--- src/hdl/edbct_pkg.sv ---
/*
  Package for the external data bus cycle timer: cycle timing, port
  phase positions, the request carrier and the sequencer state type.
  Assumes one oscillator clock; one count step is one clock period.
*/
// Functional notes
// (RULE1) Memory presents read data within four periods after read strobe falls.
// (RULE2) A read cycle allows the memory eight periods of access time.
// (RULE3) Read data captured no later than read strobe rising; zero hold suffices.
// (RULE4) Memory releases the bus within two periods after read strobe rises.
// (RULE5) Write data driven at least one period before write strobe falls.
// (RULE6) Write data held at least one period after write strobe rises.
// (RULE7) Input ports sampled in state five, phase two.
// (RULE8) New port outputs appear at end of state six, phase two.
// (RULE9) Port inputs valid one period before address latch strobe falls.
// (RULE10) Port inputs may change right after address latch strobe falls.
// (RULE11) Read strobe falls three periods after latch strobe falls, low six.
// (RULE12) Write strobe falls three periods after latch strobe falls, low six.
// (RULE13) Address and data ports stay stable through the cycle except turnarounds.
// (RULE14) Clock may halt at either level; sequencing resumes correctly.
package edbct_pkg;

  // ==========================================================
  // Clock period in ns, then cycle timing in clock periods
  // ==========================================================
  localparam int unsigned EDBCT_CLK_NS = 10;
  localparam logic [4:0] EDBCT_ALE_HI_END = 5'h02;   // Latch strobe high 0..1
  localparam logic [4:0] EDBCT_STB_ON = 5'h05;       // Latch falls at 2, strobe at 2+3
  localparam logic [4:0] EDBCT_STB_OFF = 5'h0b;      // Strobe low six periods
  localparam logic [4:0] EDBCT_DATA_ON = 5'h03;      // Write data one period early+
  localparam logic [4:0] EDBCT_CYC_LAST = 5'h0c;     // Data held one period after
  localparam logic [4:0] EDBCT_ACCESS = 5'h08;       // Total memory access time
  localparam logic [4:0] EDBCT_RD_VALID = 5'h04;     // Memory data valid after fall

  // ==========================================================
  // Machine state phases: 12 periods, six states of two phases
  // ==========================================================
  localparam logic [3:0] EDBCT_MC_LAST = 4'hb;
  localparam logic [3:0] EDBCT_STATE5_PHASE2 = 4'h9;
  localparam logic [3:0] EDBCT_STATE6_PHASE2 = 4'hb;

  typedef struct packed {
    logic        wr;
    logic [15:0] addr;
    logic [7:0]  wdata;
  } edbct_req_s;

  typedef enum logic [1:0] {EDBCT_IDLE, EDBCT_RUN} edbct_st_e;

endpackage

--- src/hdl/edbct_port_reg.sv ---
/*
  Port phase unit: samples input pins in state five phase two and
  updates output pins at the end of state six phase two.
  Assumes the caller supplies the phase count of the machine cycle.
*/
`timescale 1ns/10ps
module edbct_port_reg
  import edbct_pkg::*;
(
  input wire logic clk,
  input wire logic arst_n,
  input wire logic [3:0] phase,
  input wire logic [7:0] pin_in,
  input wire logic [7:0] out_val,
  output logic [7:0] pin_sampled,
  output logic [7:0] pin_out
);

  logic [7:0] s1_r, s2_r, s3_r, smp_r, smp_nxt, out_r, out_nxt;

  // ==========================================================
  // Three-stage synchroniser; a change counts when 2 and 3 agree
  // ==========================================================
  always_ff @(posedge clk or negedge arst_n) begin
    if (!arst_n) begin
      s1_r <= 8'h00;
      s2_r <= 8'h00;
      s3_r <= 8'h00;
    end else begin
      s1_r <= pin_in;
      s2_r <= s1_r;
      s3_r <= s2_r;
    end
  end

  always_comb begin
    smp_nxt = smp_r;
    out_nxt = out_r;
    for (int i = 0; i < 8; i++) begin
      if (phase == EDBCT_STATE5_PHASE2 && s2_r[i] == s3_r[i]) begin
        smp_nxt[i] = s3_r[i];  // RULE7
      end
    end
    if (phase == EDBCT_STATE6_PHASE2) begin
      out_nxt = out_val;  // RULE8
    end
  end

  always_ff @(posedge clk or negedge arst_n) begin
    if (!arst_n) begin
      smp_r <= 8'h00;
      out_r <= 8'hff;
    end else begin
      smp_r <= smp_nxt;
      out_r <= out_nxt;
    end
  end

  assign pin_sampled = smp_r;
  assign pin_out = out_r;
endmodule // edbct_port_reg

--- src/hdl/edbct_top.sv ---
/*
  External data bus cycle timer: runs one external data read or write
  cycle on the multiplexed bus and times the general port phases.
  Assumes a static memory behind an address latch; the clock may stop.
*/
`timescale 1ns/10ps
module edbct_top
  import edbct_pkg::*;
(
  input wire logic clk,
  input wire logic arst_n,
  input wire logic req_valid,
  input wire edbct_req_s req,
  output logic req_ready,
  output logic rsp_valid,
  output logic [7:0] rsp_rdata,
  output logic ale,
  output logic rd_n,
  output logic wr_n,
  output logic [7:0] low_addr_data_port_o,
  output logic low_addr_data_port_oe,
  input wire logic [7:0] low_addr_data_port_i,
  output logic [7:0] high_addr_port,
  input wire logic [7:0] gp_port_i,
  input wire logic [7:0] gp_port_out_val,
  output logic [7:0] gp_port_o,
  output logic [7:0] gp_port_sampled
);

  // ==========================================================
  // Cycle sequencer
  // ==========================================================
  // Fully static: every state is held in flops with no timeouts, so
  // a halted clock merely freezes the cycle where it stands.
  edbct_st_e st_r, st_nxt;
  logic [4:0] cnt_r, cnt_nxt;
  edbct_req_s cur_r, cur_nxt;
  logic [7:0] rdat_r, rdat_nxt;
  logic rsp_r, rsp_nxt;
  logic [3:0] ph_r, ph_nxt;
  logic [7:0] d1_r;

  always_comb begin
    st_nxt = st_r;
    cnt_nxt = cnt_r;
    cur_nxt = cur_r;
    rdat_nxt = rdat_r;
    rsp_nxt = 1'b0;
    unique case (st_r)
      EDBCT_IDLE: begin
        if (req_valid) begin
          st_nxt = EDBCT_RUN;
          cur_nxt = req;
          cnt_nxt = 5'h00;
        end
      end
      EDBCT_RUN: begin
        cnt_nxt = cnt_r + 5'h01;  // RULE14
        // Capture the registered bus while strobe still low
        if (!cur_r.wr && cnt_r == EDBCT_STB_OFF - 5'h01) begin
          rdat_nxt = d1_r;  // RULE3
        end
        if (cnt_r == EDBCT_CYC_LAST) begin
          st_nxt = EDBCT_IDLE;
          rsp_nxt = 1'b1;
        end
      end
    endcase
    ph_nxt = (ph_r == EDBCT_MC_LAST) ? 4'h0 : ph_r + 4'h1;
  end

  always_ff @(posedge clk or negedge arst_n) begin
    if (!arst_n) begin
      st_r <= EDBCT_IDLE;
      cnt_r <= 5'h00;
      cur_r <= '0;
      rdat_r <= 8'h00;
      rsp_r <= 1'b0;
      ph_r <= 4'h0;
    end else begin
      st_r <= st_nxt;
      cnt_r <= cnt_nxt;
      cur_r <= cur_nxt;
      rdat_r <= rdat_nxt;
      rsp_r <= rsp_nxt;
      ph_r <= ph_nxt;
    end
  end

  // Bus data answers our own strobes, so one input register is enough;
  // a longer pipe would sample before late memory data is due.
  always_ff @(posedge clk or negedge arst_n) begin
    if (!arst_n) begin
      d1_r <= 8'h00;
    end else begin
      d1_r <= low_addr_data_port_i;  // RULE1
    end
  end

  // ==========================================================
  // Pin outputs, registered
  // ==========================================================
  logic run, ale_nxt, rd_nxt, wr_nxt, oe_nxt;
  logic [7:0] ad_nxt, ha_nxt;
  logic ale_r, rd_r, wr_r, oe_r;
  logic [7:0] ad_r, ha_r;

  always_comb begin
    run = (st_nxt == EDBCT_RUN);
    ale_nxt = run && cnt_nxt < EDBCT_ALE_HI_END;
    rd_nxt = !(run && !cur_nxt.wr && cnt_nxt >= EDBCT_STB_ON && cnt_nxt < EDBCT_STB_OFF);  // RULE11 RULE2
    wr_nxt = !(run && cur_nxt.wr && cnt_nxt >= EDBCT_STB_ON && cnt_nxt < EDBCT_STB_OFF);   // RULE12
    // Address on the low port, then released for reads or write data
    // from one period after the latch falls until one after strobe rises.
    oe_nxt = run && (cnt_nxt < EDBCT_ALE_HI_END + 5'h01 ||
                     (cur_nxt.wr && cnt_nxt >= EDBCT_DATA_ON));  // RULE5 RULE6
    ad_nxt = (run && cnt_nxt >= EDBCT_DATA_ON) ? cur_nxt.wdata : cur_nxt.addr[7:0];
    ha_nxt = run ? cur_nxt.addr[15:8] : ha_r;  // RULE13
  end

  always_ff @(posedge clk or negedge arst_n) begin
    if (!arst_n) begin
      ale_r <= 1'b0;
      rd_r <= 1'b1;
      wr_r <= 1'b1;
      oe_r <= 1'b0;
      ad_r <= 8'h00;
      ha_r <= 8'h00;
    end else begin
      ale_r <= ale_nxt;
      rd_r <= rd_nxt;
      wr_r <= wr_nxt;
      oe_r <= oe_nxt;
      ad_r <= ad_nxt;
      ha_r <= ha_nxt;
    end
  end

  assign ale = ale_r;
  assign rd_n = rd_r;
  assign wr_n = wr_r;
  assign low_addr_data_port_oe = oe_r;
  assign low_addr_data_port_o = ad_r;
  assign high_addr_port = ha_r;
  assign req_ready = (st_r == EDBCT_IDLE);
  assign rsp_valid = rsp_r;
  assign rsp_rdata = rdat_r;

  edbct_port_reg u_port (
    .clk(clk),
    .arst_n(arst_n),
    .phase(ph_r),
    .pin_in(gp_port_i),
    .out_val(gp_port_out_val),
    .pin_sampled(gp_port_sampled),
    .pin_out(gp_port_o)
  );
endmodule // edbct_top

--- config.mk ---
export PLATFORM = sky130hd
export DESIGN_NAME = edbct_top
export DESIGN_NICKNAME = d
export VERILOG_FILES = /design/src/hdl/edbct_pkg.sv /design/src/hdl/edbct_port_reg.sv /design/src/hdl/edbct_top.sv
export SDC_FILE = /design/constraint.sdc
export NUM_CORES = 1
export LEC_CHECK = 0
export ABC_AREA = 1
export BUFFER_PORTS_ARGS = -buffer_cell sky130_fd_sc_hd__buf_2
export CORE_MARGIN = 2
export CORE_UTILIZATION = 50
export DETAILED_ROUTE_END_ITERATION = 12
export PLACE_DENSITY = 0.74
export SYNTH_ARGS = -nofsm -noshare
export SYNTH_HDL_FRONTEND = slang
export SYNTH_HIERARCHICAL = 1
export SYNTH_SLANG_ARGS = --single-unit
--- constraint.sdc ---
create_clock -name clk -period 3.2 [get_ports clk]
set_clock_uncertainty 0.2 [all_clocks]
set_input_delay 0 -clock clk [delete_from_list [all_inputs] [get_ports clk]]
set_output_delay 0 -clock clk [all_outputs]
set_load 0.05 [all_outputs]
==> results of run 1 <==
## layer usage
layer,GRT usage,vias up,share of wire
met1,0.268,1582,0.43
met5,0,-,0
met2,0.377,92,0.51
li1,-,1553,-
met4,0.0664,0,0.013
met3,0.0587,11,0.047
## cell type report
class | instances | share of cell area
clock buffer | 20 | 0.0704
clock inverter | 10 | 0.0253
inverter | 46 | 0.0273
multi-input combinational | 213 | 0.219
sequential | 113 | 0.449
tap | 108 | 0.0214
timing repair buffer | 166 | 0.188
## repair_timing
action | 4_1_cts | 5_1_grt
endpoints found under the hold margin | 189 | 0
hold buffers | 68 | 0
buffers inserted | 0 | 0
## power by group
group,internal (mW),switching [mW]
sequential,1.83,0.186
clock,1.29,0.615
combinational,0.680,1.39
## path summary, 6_finish.rpt
kind	end	slack [ns]	cells past startpoint
min in group asynchronous	u_port/pin_sampled[0]$_DFFE_PN0P_	0.51	4
worst max-delay path	low_addr_data_port_o[5]$_DFF_PN0_	1.14	5
worst min register to register	u_port/s2_r[3]$_DFF_PN0_	0.14	0
max in group asynchronous	cnt_r[0]$_DFF_PN0_	1.84	4
worst max register to register	low_addr_data_port_o[5]$_DFF_PN0_	1.14	5
worst min-delay path	u_port/pin_out[3]$_DFFE_PN1N_	0.07	4
## placed cells by master, fill, tap and decap left out, drive strengths merged
| cell | synthesis | final |
|---|---|---|
| nor2 | 18 | 18 |
| inv | 46 | 46 |
| a21oi | 1 | 1 |
| nand2 | 106 | 106 |
| nor3 | 2 | 2 |
| o21a | 8 | 8 |
| o21ai | 12 | 12 |
| clkinvlp | 0 | 4 |
| dfrtp | 103 | 103 |
| ha | 4 | 4 |
| dfstp | 10 | 10 |
| nand3 | 25 | 25 |
| dlygate4sd3 | 0 | 68 |
| mux2 | 32 | 32 |
| clkbuf | 0 | 20 |
| clkinv | 0 | 2 |
| bufinv | 0 | 4 |
| o211ai | 1 | 1 |
| buf | 5 | 98 |
| nand4 | 4 | 4 |
## logic make-up after synthesis
group	after synthesis
adders and majority gates	4
DFF	113
AOI/OAI and AO/OA	22
buffers and inverters	51
muxes	32
and+or+nand+nor	155
## metrics by stage
step	instances	utilization	total power, mW
6_report	676	0.729	5.99
5_1_grt	676	0.729	6.32
4_1_cts	676	0.729	6.02
3_5_place_dp	578	0.581	4.02
3_3_place_gp	578	0.581	3.96
2_1_floorplan	377	-	3.55
## worst max-delay path, cell delays in order (launching register included)
cell and delay [ns]:
dfrtp_1 0.45, nor2_2 0.17, nand2_2 0.46, mux2_4 0.48, nand3_1 0.10, nand2_1 0.07
==> run metrics, run 1 <==
status=completed; Synth Flop Type=dfrtp_1; Critical Path RT=3.38 ns; Synth Instances=377; fillers=608; drt wl/cell=14.3 µm; largest family of logic cells by synthesized area=simple AND/OR/NAND/NOR gates; hold slack final=0.0669 ns; vias per cell=4.79; Post-synth EDFFs=0; post-synthesis compound-gate area fraction=0.0374; crit path max fanout=26; Total GRT Usage=0.218; leading post-synthesis cells by cell area=dfrtp_1 (58%), nand2_1 (8.4%), mux2_4 (6.1%); worst setup margin=1.14 ns; die area=9660 µm²; hold_sp=gp_port_out_val[3]; die width=98.3 µm; Synth area leader=dfrtp_1; TritonCTS buffer count=17; Most flops, register=cur_r; post-route ant nets=0; CP Capture Type=flip-flop; clock tree sinks=113; final net count=613; Fin. Hold Viols=0; I/O pins=98; Syn-to-layout area delta=42.3%; Critical R2R Launch=st_r[0]$_DFF_PN0_; Root Driver=clkbuf_8; port buffer count=97; simple-gate share of the synthesized area=0.166; syn_nets=433; vias in the first global route=3525; post-synthesis cell type count=28; initial antenna violation count=0; unrepaired setup endpoints after global routing=no; CTS resizes=0; Power per Cell Area=947 nW/µm²; #FFs+latches synth=113; CTS tree=built; Post-Synth Adder-Cell Area=0.0113; largest net degree at the start of global routing=114; Die Y=98.3 µm; antenna fix cells=0; post-synthesis mux area share=0.0963; Final Critical Period=2.06 ns; Worst EP arrival=2.24 ns; worst skew pair latency=0.49 ns; count leader, synth=dfrtp_1; Yosys warnings=6; crit share post-route=0.643; Async S/R FF share, synth=1.00; Clk pin slew, worst setup/hold paths=0.06 ns; total negative slack=0 ns; hpwl dp=5730 µm; row cnt=34; Residual DRC=0; Hold/Removal Path Class=in2reg; final wirelength=9700 µm; CTS Buffer Depth=2; cell area after layout=6330 µm²; xor/xnor cell area share of the yosys netlist=0; vias=3238; relative slew slack=0.463; share of cells above drive strength 1=0.340; P_leak=3.32 nW; Avg Inst Size Synth=11.8 µm²; GRT overflow=0; max reg flops=25; Max VDD drop=0.000560 V; fmax=486 MHz; mapped cell area=4450 µm²; Setup Crit Path Kind=reg2reg; FF/Latch Area=2840 µm²; final slew viol count=0; max-cap violations=0; Finish-stage setup viols=0; Worst Max-Slew Pin Slew=0.802 ns; dpl cell area=5040 µm²; core area=8680 µm²; dpl ws=1.17 ns; H-tree Lvls=4; top cells by instance count after synthesis=dfrtp_1 (103), nand2_1 (100), inv_1 (41); initial core utilization=0.512; Seq/Total Area, Yosys=0.639; multi-input logic area=1380 µm²; First-pass DRT Iterations=4; Worst Setup SP=st_r[0]$_DFF_PN0_; first-pass GRT wire length=16600 µm; crit path launch type=flip-flop; final RePlAce weighted congestion=0.772; Synth top area share=0.580; Iter 0 DRT Violations=75
No activity file was read; power rests on OpenSTA's default activity.
==> run 2, diff against run 1 <==
==> constraint.sdc (replaced) <==
create_clock -name clk -period 2 [get_ports clk]
set_clock_uncertainty 0.2 [all_clocks]
set_input_delay 0 -clock clk [delete_from_list [all_inputs] [get_ports clk]]
set_output_delay 0 -clock clk [all_outputs]
set_load 0.05 [all_outputs]
==> run 2 against run 1 <==
Sequential cell count stayed put. Via count increased by 0.99%. Clock power increased by 65%. Sequential power rose by 61%. Cell area rose by 2.3%. First-iteration DRC count increased by 110%. Power is 66% higher. Worst hold slack worse by 0.0091 ns. Clock-buffer cell count unchanged. Maximum frequency increased by 9.4%.
==> run metrics, run 2 (synthesis results as in run 1) <==
status=completed; Reg2Reg Capture Point=low_addr_data_port_o[0]$_DFF_PN0_; final RePlAce weighted congestion=0.863; Met3 Routed Length=413 µm; crit path max fanout=8; clock tree sinks=113; Iter 0 DRT Violations=157; die area=9660 µm²; max-cap violations=0; H-tree Lvls=4; hold slack final=0.0578 ns; initial antenna violation count=0; Setup Crit Path Kind=reg2reg; crit path max-delay cell type=dfrtp_2; most common cell after layout, fill and taps aside=dfrtp_1; first-pass GRT wire length=15600 µm; CP endpoint=low_addr_data_port_o[0]$_DFF_PN0_; post-route ant nets=0; share of cells above drive strength 1=0.365; Finish-stage setup viols=0; core area=8680 µm²; final wirelength=9570 µm; crit path launch type=flip-flop; relative slew slack=0.627; total negative slack=0 ns; multi-input logic area=1420 µm²; final slew viol count=0; placed cell count=579; final net count=621; cell family with most CP delay=simple AND/OR/NAND/NOR gates; Total GRT Usage=0.208; row cnt=34; Max VDD drop=0.000917 V; Worst R2R Setup Slack=0.12 ns; ordered cell list for the critical path=inv_1 -> ha_4 -> inv_2 -> nand3_1 -> nand2_2 -> nor2_1 -> nor2_4 -> nand3_4 -> nand2_4 -> nand2_1 -> nand2_1; dpl cell area=5060 µm²; TritonCTS buffer count=17; Hold/Removal Path Class=in2reg; worst skew pair latency=0.50 ns; Critical R2R Launch=cnt_r[1]$_DFF_PN0_; FF/Latch Area=2840 µm²; GRT overflow=0; cell area after layout=6470 µm²; Crit path depth=11; max reg flops=25; Residual DRC=0; unrepaired setup endpoints after global routing=no; fmax=532 MHz; Most flops, register=cur_r; most frequent cells in the layout=dfrtp_1 (101), nand2_1 (98), buf_2 (96), dlygate4sd3_1 (69), inv_1 (39); largest net degree at the start of global routing=102; vias=3270; antenna fix cells=0; Root Driver=clkbuf_8; CP Capture Type=flip-flop; P_leak=3.38 nW; Fin. Hold Viols=0; I/O pins=98; critical path's most frequent cell=nand2_1; port buffer count=97; worst reg2reg path depth=11; crit share post-route=0.940; vias per cell=4.77; drt wl/cell=14.0 µm; hpwl dp=5810 µm; Die Y=98.3 µm; Final Critical Period=1.88 ns; Power per Cell Area=1540 nW/µm²; Critical Path RT=2.19 ns; Critical path buffers and inverters=2; vias in the first global route=3323; Clk pin slew, worst setup/hold paths=0.06 ns; WL met2=4900 µm; highest metal used=met4; max incr delay on CP=0.41 ns; die width=98.3 µm; Worst Max-Slew Pin Slew=0.558 ns; fillers=545; Hold Path Cell Cnt=4; met1 WL=4070 µm; Worst Setup SP=cnt_r[1]$_DFF_PN0_; First-pass DRT Iterations=4; Worst EP arrival=2.07 ns; Syn-to-layout area delta=45.6%; initial core utilization=0.512; Layout Cells excl Fill=686; CTS tree=built; CTS Buffer Depth=2
[run 2: what timing repair did]
item | 4_1_cts | 5_1_grt
buffers inserted | 0 | 6
setup endpoints to repair | 0 | 9
gates resized for setup | 0 | 12
hold endpoints to repair | 189 | 0
hold buffers | 69 | 0
[run 2: worst min path at each step]
stage,end,startpoint,slack [ns]
finish,u_port/pin_out[7]$_DFFE_PN1N_,gp_port_out_val[7],0.06
global route,u_port/pin_out[1]$_DFFE_PN1N_,gp_port_out_val[1],0.05
CTS,u_port/pin_out[5]$_DFFE_PN1N_,gp_port_out_val[5],0.03
detailed placement,u_port/s2_r[4]$_DFF_PN0_,arst_n,-0.35
global placement,u_port/s3_r[4]$_DFF_PN0_,arst_n,-0.35
floorplan,ale$_DFF_PN0_,arst_n,-0.50
[run 2: through the flow]
stage | worst slack (ns) | power (mW) | utilization
detailed placement | 0.0381 | 6.45 | 0.584
global route | 0.0169 | 10.5 | 0.746
finish | 0.120 | 9.98 | 0.746
CTS | 0.00523 | 9.76 | 0.736
floorplan | 0.116 | 5.69 | -
global placement | 0.167 | 6.34 | 0.584
[run 2: layout make-up]
cell class / count / share of cell area
clock inverter: 12 / 0.0276
clock buffer: 20 / 0.0704
inverter: 46 / 0.0267
timing repair buffer: 174 / 0.196
multi-input combinational: 213 / 0.219
sequential: 113 / 0.439
tap: 108 / 0.0209
[run 2: routing by layer]
| metal | vias up | global-route usage |
|---|---|---|
| li1 | 1576 | - |
| met1 | 1577 | 0.261 |
| met2 | 98 | 0.338 |
| met3 | 19 | 0.0637 |
| met4 | 0 | 0.0832 |
| met5 | - | 0 |
[run 2: report_power, final]
part | total, mW | switching (mW) | internal (mW)
registers | 3.25 | 0.320 | 2.93
logic | 3.56 | 2.31 | 1.26
clock network | 3.16 | 1.04 | 2.13
[run 2: worst reg2reg max path, stage by stage (launching register included)]
cell	delay, ns
dfrtp_2	0.41
inv_1	0.09
ha_4	0.27
inv_2	0.03
nand3_1	0.08
nand2_2	0.06
nor2_1	0.19
nor2_4	0.06
nand3_4	0.10
nand2_4	0.10
nand2_1	0.11
nand2_1	0.06
==> run 3, diff against run 2 <==
--- a/config.mk
+++ b/config.mk
@@ -11,6 +11,7 @@
 export CORE_UTILIZATION = 50
 export DETAILED_ROUTE_END_ITERATION = 12
 export PLACE_DENSITY = 0.74
+export RECOVER_POWER = 100
 export SYNTH_ARGS = -nofsm -noshare
 export SYNTH_HDL_FRONTEND = slang
 export SYNTH_HIERARCHICAL = 1
==> run 3 against run 2 <==
Non-clock buffer count did not move. Utilization fell by 2.0 points. Via count fell by 0.15%. Die area did not move. Worst hold slack improved by 0.0013 ns. Worst setup slack got worse by 0.0080 ns. Sequential power barely moved. Power fell by 2.8%. Clock-buffer cell count did not move. Combinational power fell by 7.6%. Sequential share of layout area rose by 1.2 points.
==> run metrics, run 3 (synthesis results as in run 1) <==
Clk pin slew, worst setup/hold paths=0.06 ns; worst setup margin=0.112 ns; CP Capture Type=flip-flop; placed cell count=579; drt wl/cell=14.0 µm; crit share post-route=0.944; fmax=530 MHz; Worst Max-Slew Pin Slew=0.878 ns; CTS Buffer Depth=2; Pwr Total=9.70 mW; worst reg2reg path depth=11; dpl ws=0.0381 ns; hpwl dp=5810 µm; vias in the first global route=3323; vias=3265; Layout Cells excl Fill=686; TritonCTS buffer count=17; Die Y=98.3 µm; post-route ant nets=0; crit path max fanout=8; worst skew pair latency=0.50 ns; most frequent cells in the layout=dfrtp_1 (101), nand2_1 (99), dlygate4sd3_1 (69), buf_2 (49), clkbuf_1 (47); antenna fix cells=0; Root Driver=clkbuf_8; most common cell after layout, fill and taps aside=dfrtp_1; Total GRT Usage=0.208; Hold/Removal Path Class=in2reg; initial antenna violation count=0; share of cells above drive strength 1=0.237; total negative slack=0 ns; First-pass DRT Iterations=4; max reg flops=25; largest net degree at the start of global routing=102; FF/Latch Area=2840 µm²; Worst EP arrival=2.08 ns; Iter 0 DRT Violations=155; Max VDD drop=0.000855 V; P_leak=3.15 nW; max-cap violations=0; die width=98.3 µm; crit path launch type=flip-flop; Residual DRC=0; status=completed; Reg2Reg Capture Point=low_addr_data_port_o[0]$_DFF_PN0_; die area=9660 µm²; initial core utilization=0.512; multi-input logic area=1320 µm²; Worst R2R Setup Slack=0.11 ns; Power per Cell Area=1540 nW/µm²; Finish-stage setup viols=0; row cnt=34; Syn-to-layout area delta=41.7%; final RePlAce weighted congestion=0.863; Critical Path RT=2.19 ns; Core Util, Final=0.726; Critical R2R Launch=cnt_r[1]$_DFF_PN0_; clock tree sinks=113; CTS tree=built; first-pass GRT wire length=15600 µm; Setup Crit Path Kind=reg2reg; GRT overflow=0; vias per cell=4.76; fillers=613; final net count=621; port buffer count=97; Most flops, register=cur_r; Final Critical Period=1.89 ns; H-tree Lvls=4; unrepaired setup endpoints after global routing=no; final slew viol count=0; relative slew slack=0.415; I/O pins=98; core area=8680 µm²; Fin. Hold Viols=0; final wirelength=9600 µm; CP endpoint=low_addr_data_port_o[0]$_DFF_PN0_; Worst Setup SP=cnt_r[1]$_DFF_PN0_
==> run 3: cell types whose count changed in the layout (fill, tap and decap cells not counted), sizes merged <==
cell / delta
buf: -48
clkbuf: +48
==> run 3: worst min-delay path by stage <==
stage                                         end  slack, ns  depth (start not counted)                from
finish              u_port/pin_out[7]$_DFFE_PN1N_       0.06                          4  gp_port_out_val[7]
global placement         u_port/s3_r[4]$_DFF_PN0_      -0.35                          1              arst_n
CTS                 u_port/pin_out[5]$_DFFE_PN1N_       0.03                          4  gp_port_out_val[5]
floorplan                           ale$_DFF_PN0_      -0.50                          0              arst_n
detailed placement       u_port/s2_r[4]$_DFF_PN0_      -0.35                          1              arst_n
global route        u_port/pin_out[1]$_DFFE_PN1N_       0.05                          4  gp_port_out_val[1]
==> run 3: repair_timing <==
| action | 4_1_cts | 5_1_grt |
|---|---|---|
| gates resized for setup | 0 | 12 |
| hold buffers | 69 | 0 |
| buffers inserted | 0 | 6 |
| setup endpoints to repair | 0 | 9 |
| hold endpoints to repair | 189 | 0 |
==> run 3: layout make-up <==
type | count | area share
Multi-Input combinational cell | 213 | 0.209
Clock inverter | 12 | 0.0284
Inverter | 46 | 0.0274
Sequential cell | 113 | 0.451
Tap cell | 108 | 0.0214
Clock buffer | 20 | 0.0723
Timing Repair Buffer | 174 | 0.190
==> run 3: worst max-delay path, cell delays in order, from the launching register on <==
cell and delay, ns:
dfrtp_2 0.41, inv_1 0.09, ha_4 0.27, inv_2 0.03, nand3_1 0.07, nand2_1 0.08, nor2_1 0.20, nor2_4 0.06
nand3_4 0.10, nand2_4 0.10, nand2_1 0.11, nand2_1 0.06
==> run 3: through the flow <==
stage / area [µm²] / hold slack, ns
floorplan: 4450 / -0.496
global placement: 5060 / -0.347
detailed placement: 5060 / -0.346
CTS: 6390 / 0.0283
global route: 6300 / 0.0506
finish: 6300 / 0.0590
==> run 3: layer usage <==
layer,global-route usage,share of wire,vias up
met4,0.0832,0.019,0
met3,0.0637,0.041,19
li1,-,-,1580
met1,0.261,0.43,1581
met5,0,0,-
met2,0.338,0.51,85
==> run 3: where the power goes <==
part / internal, mW / switching, mW
registers: 2.93 / 0.320
logic: 1.01 / 2.28
clock network: 2.13 / 1.04
total: 6.07 / 3.63
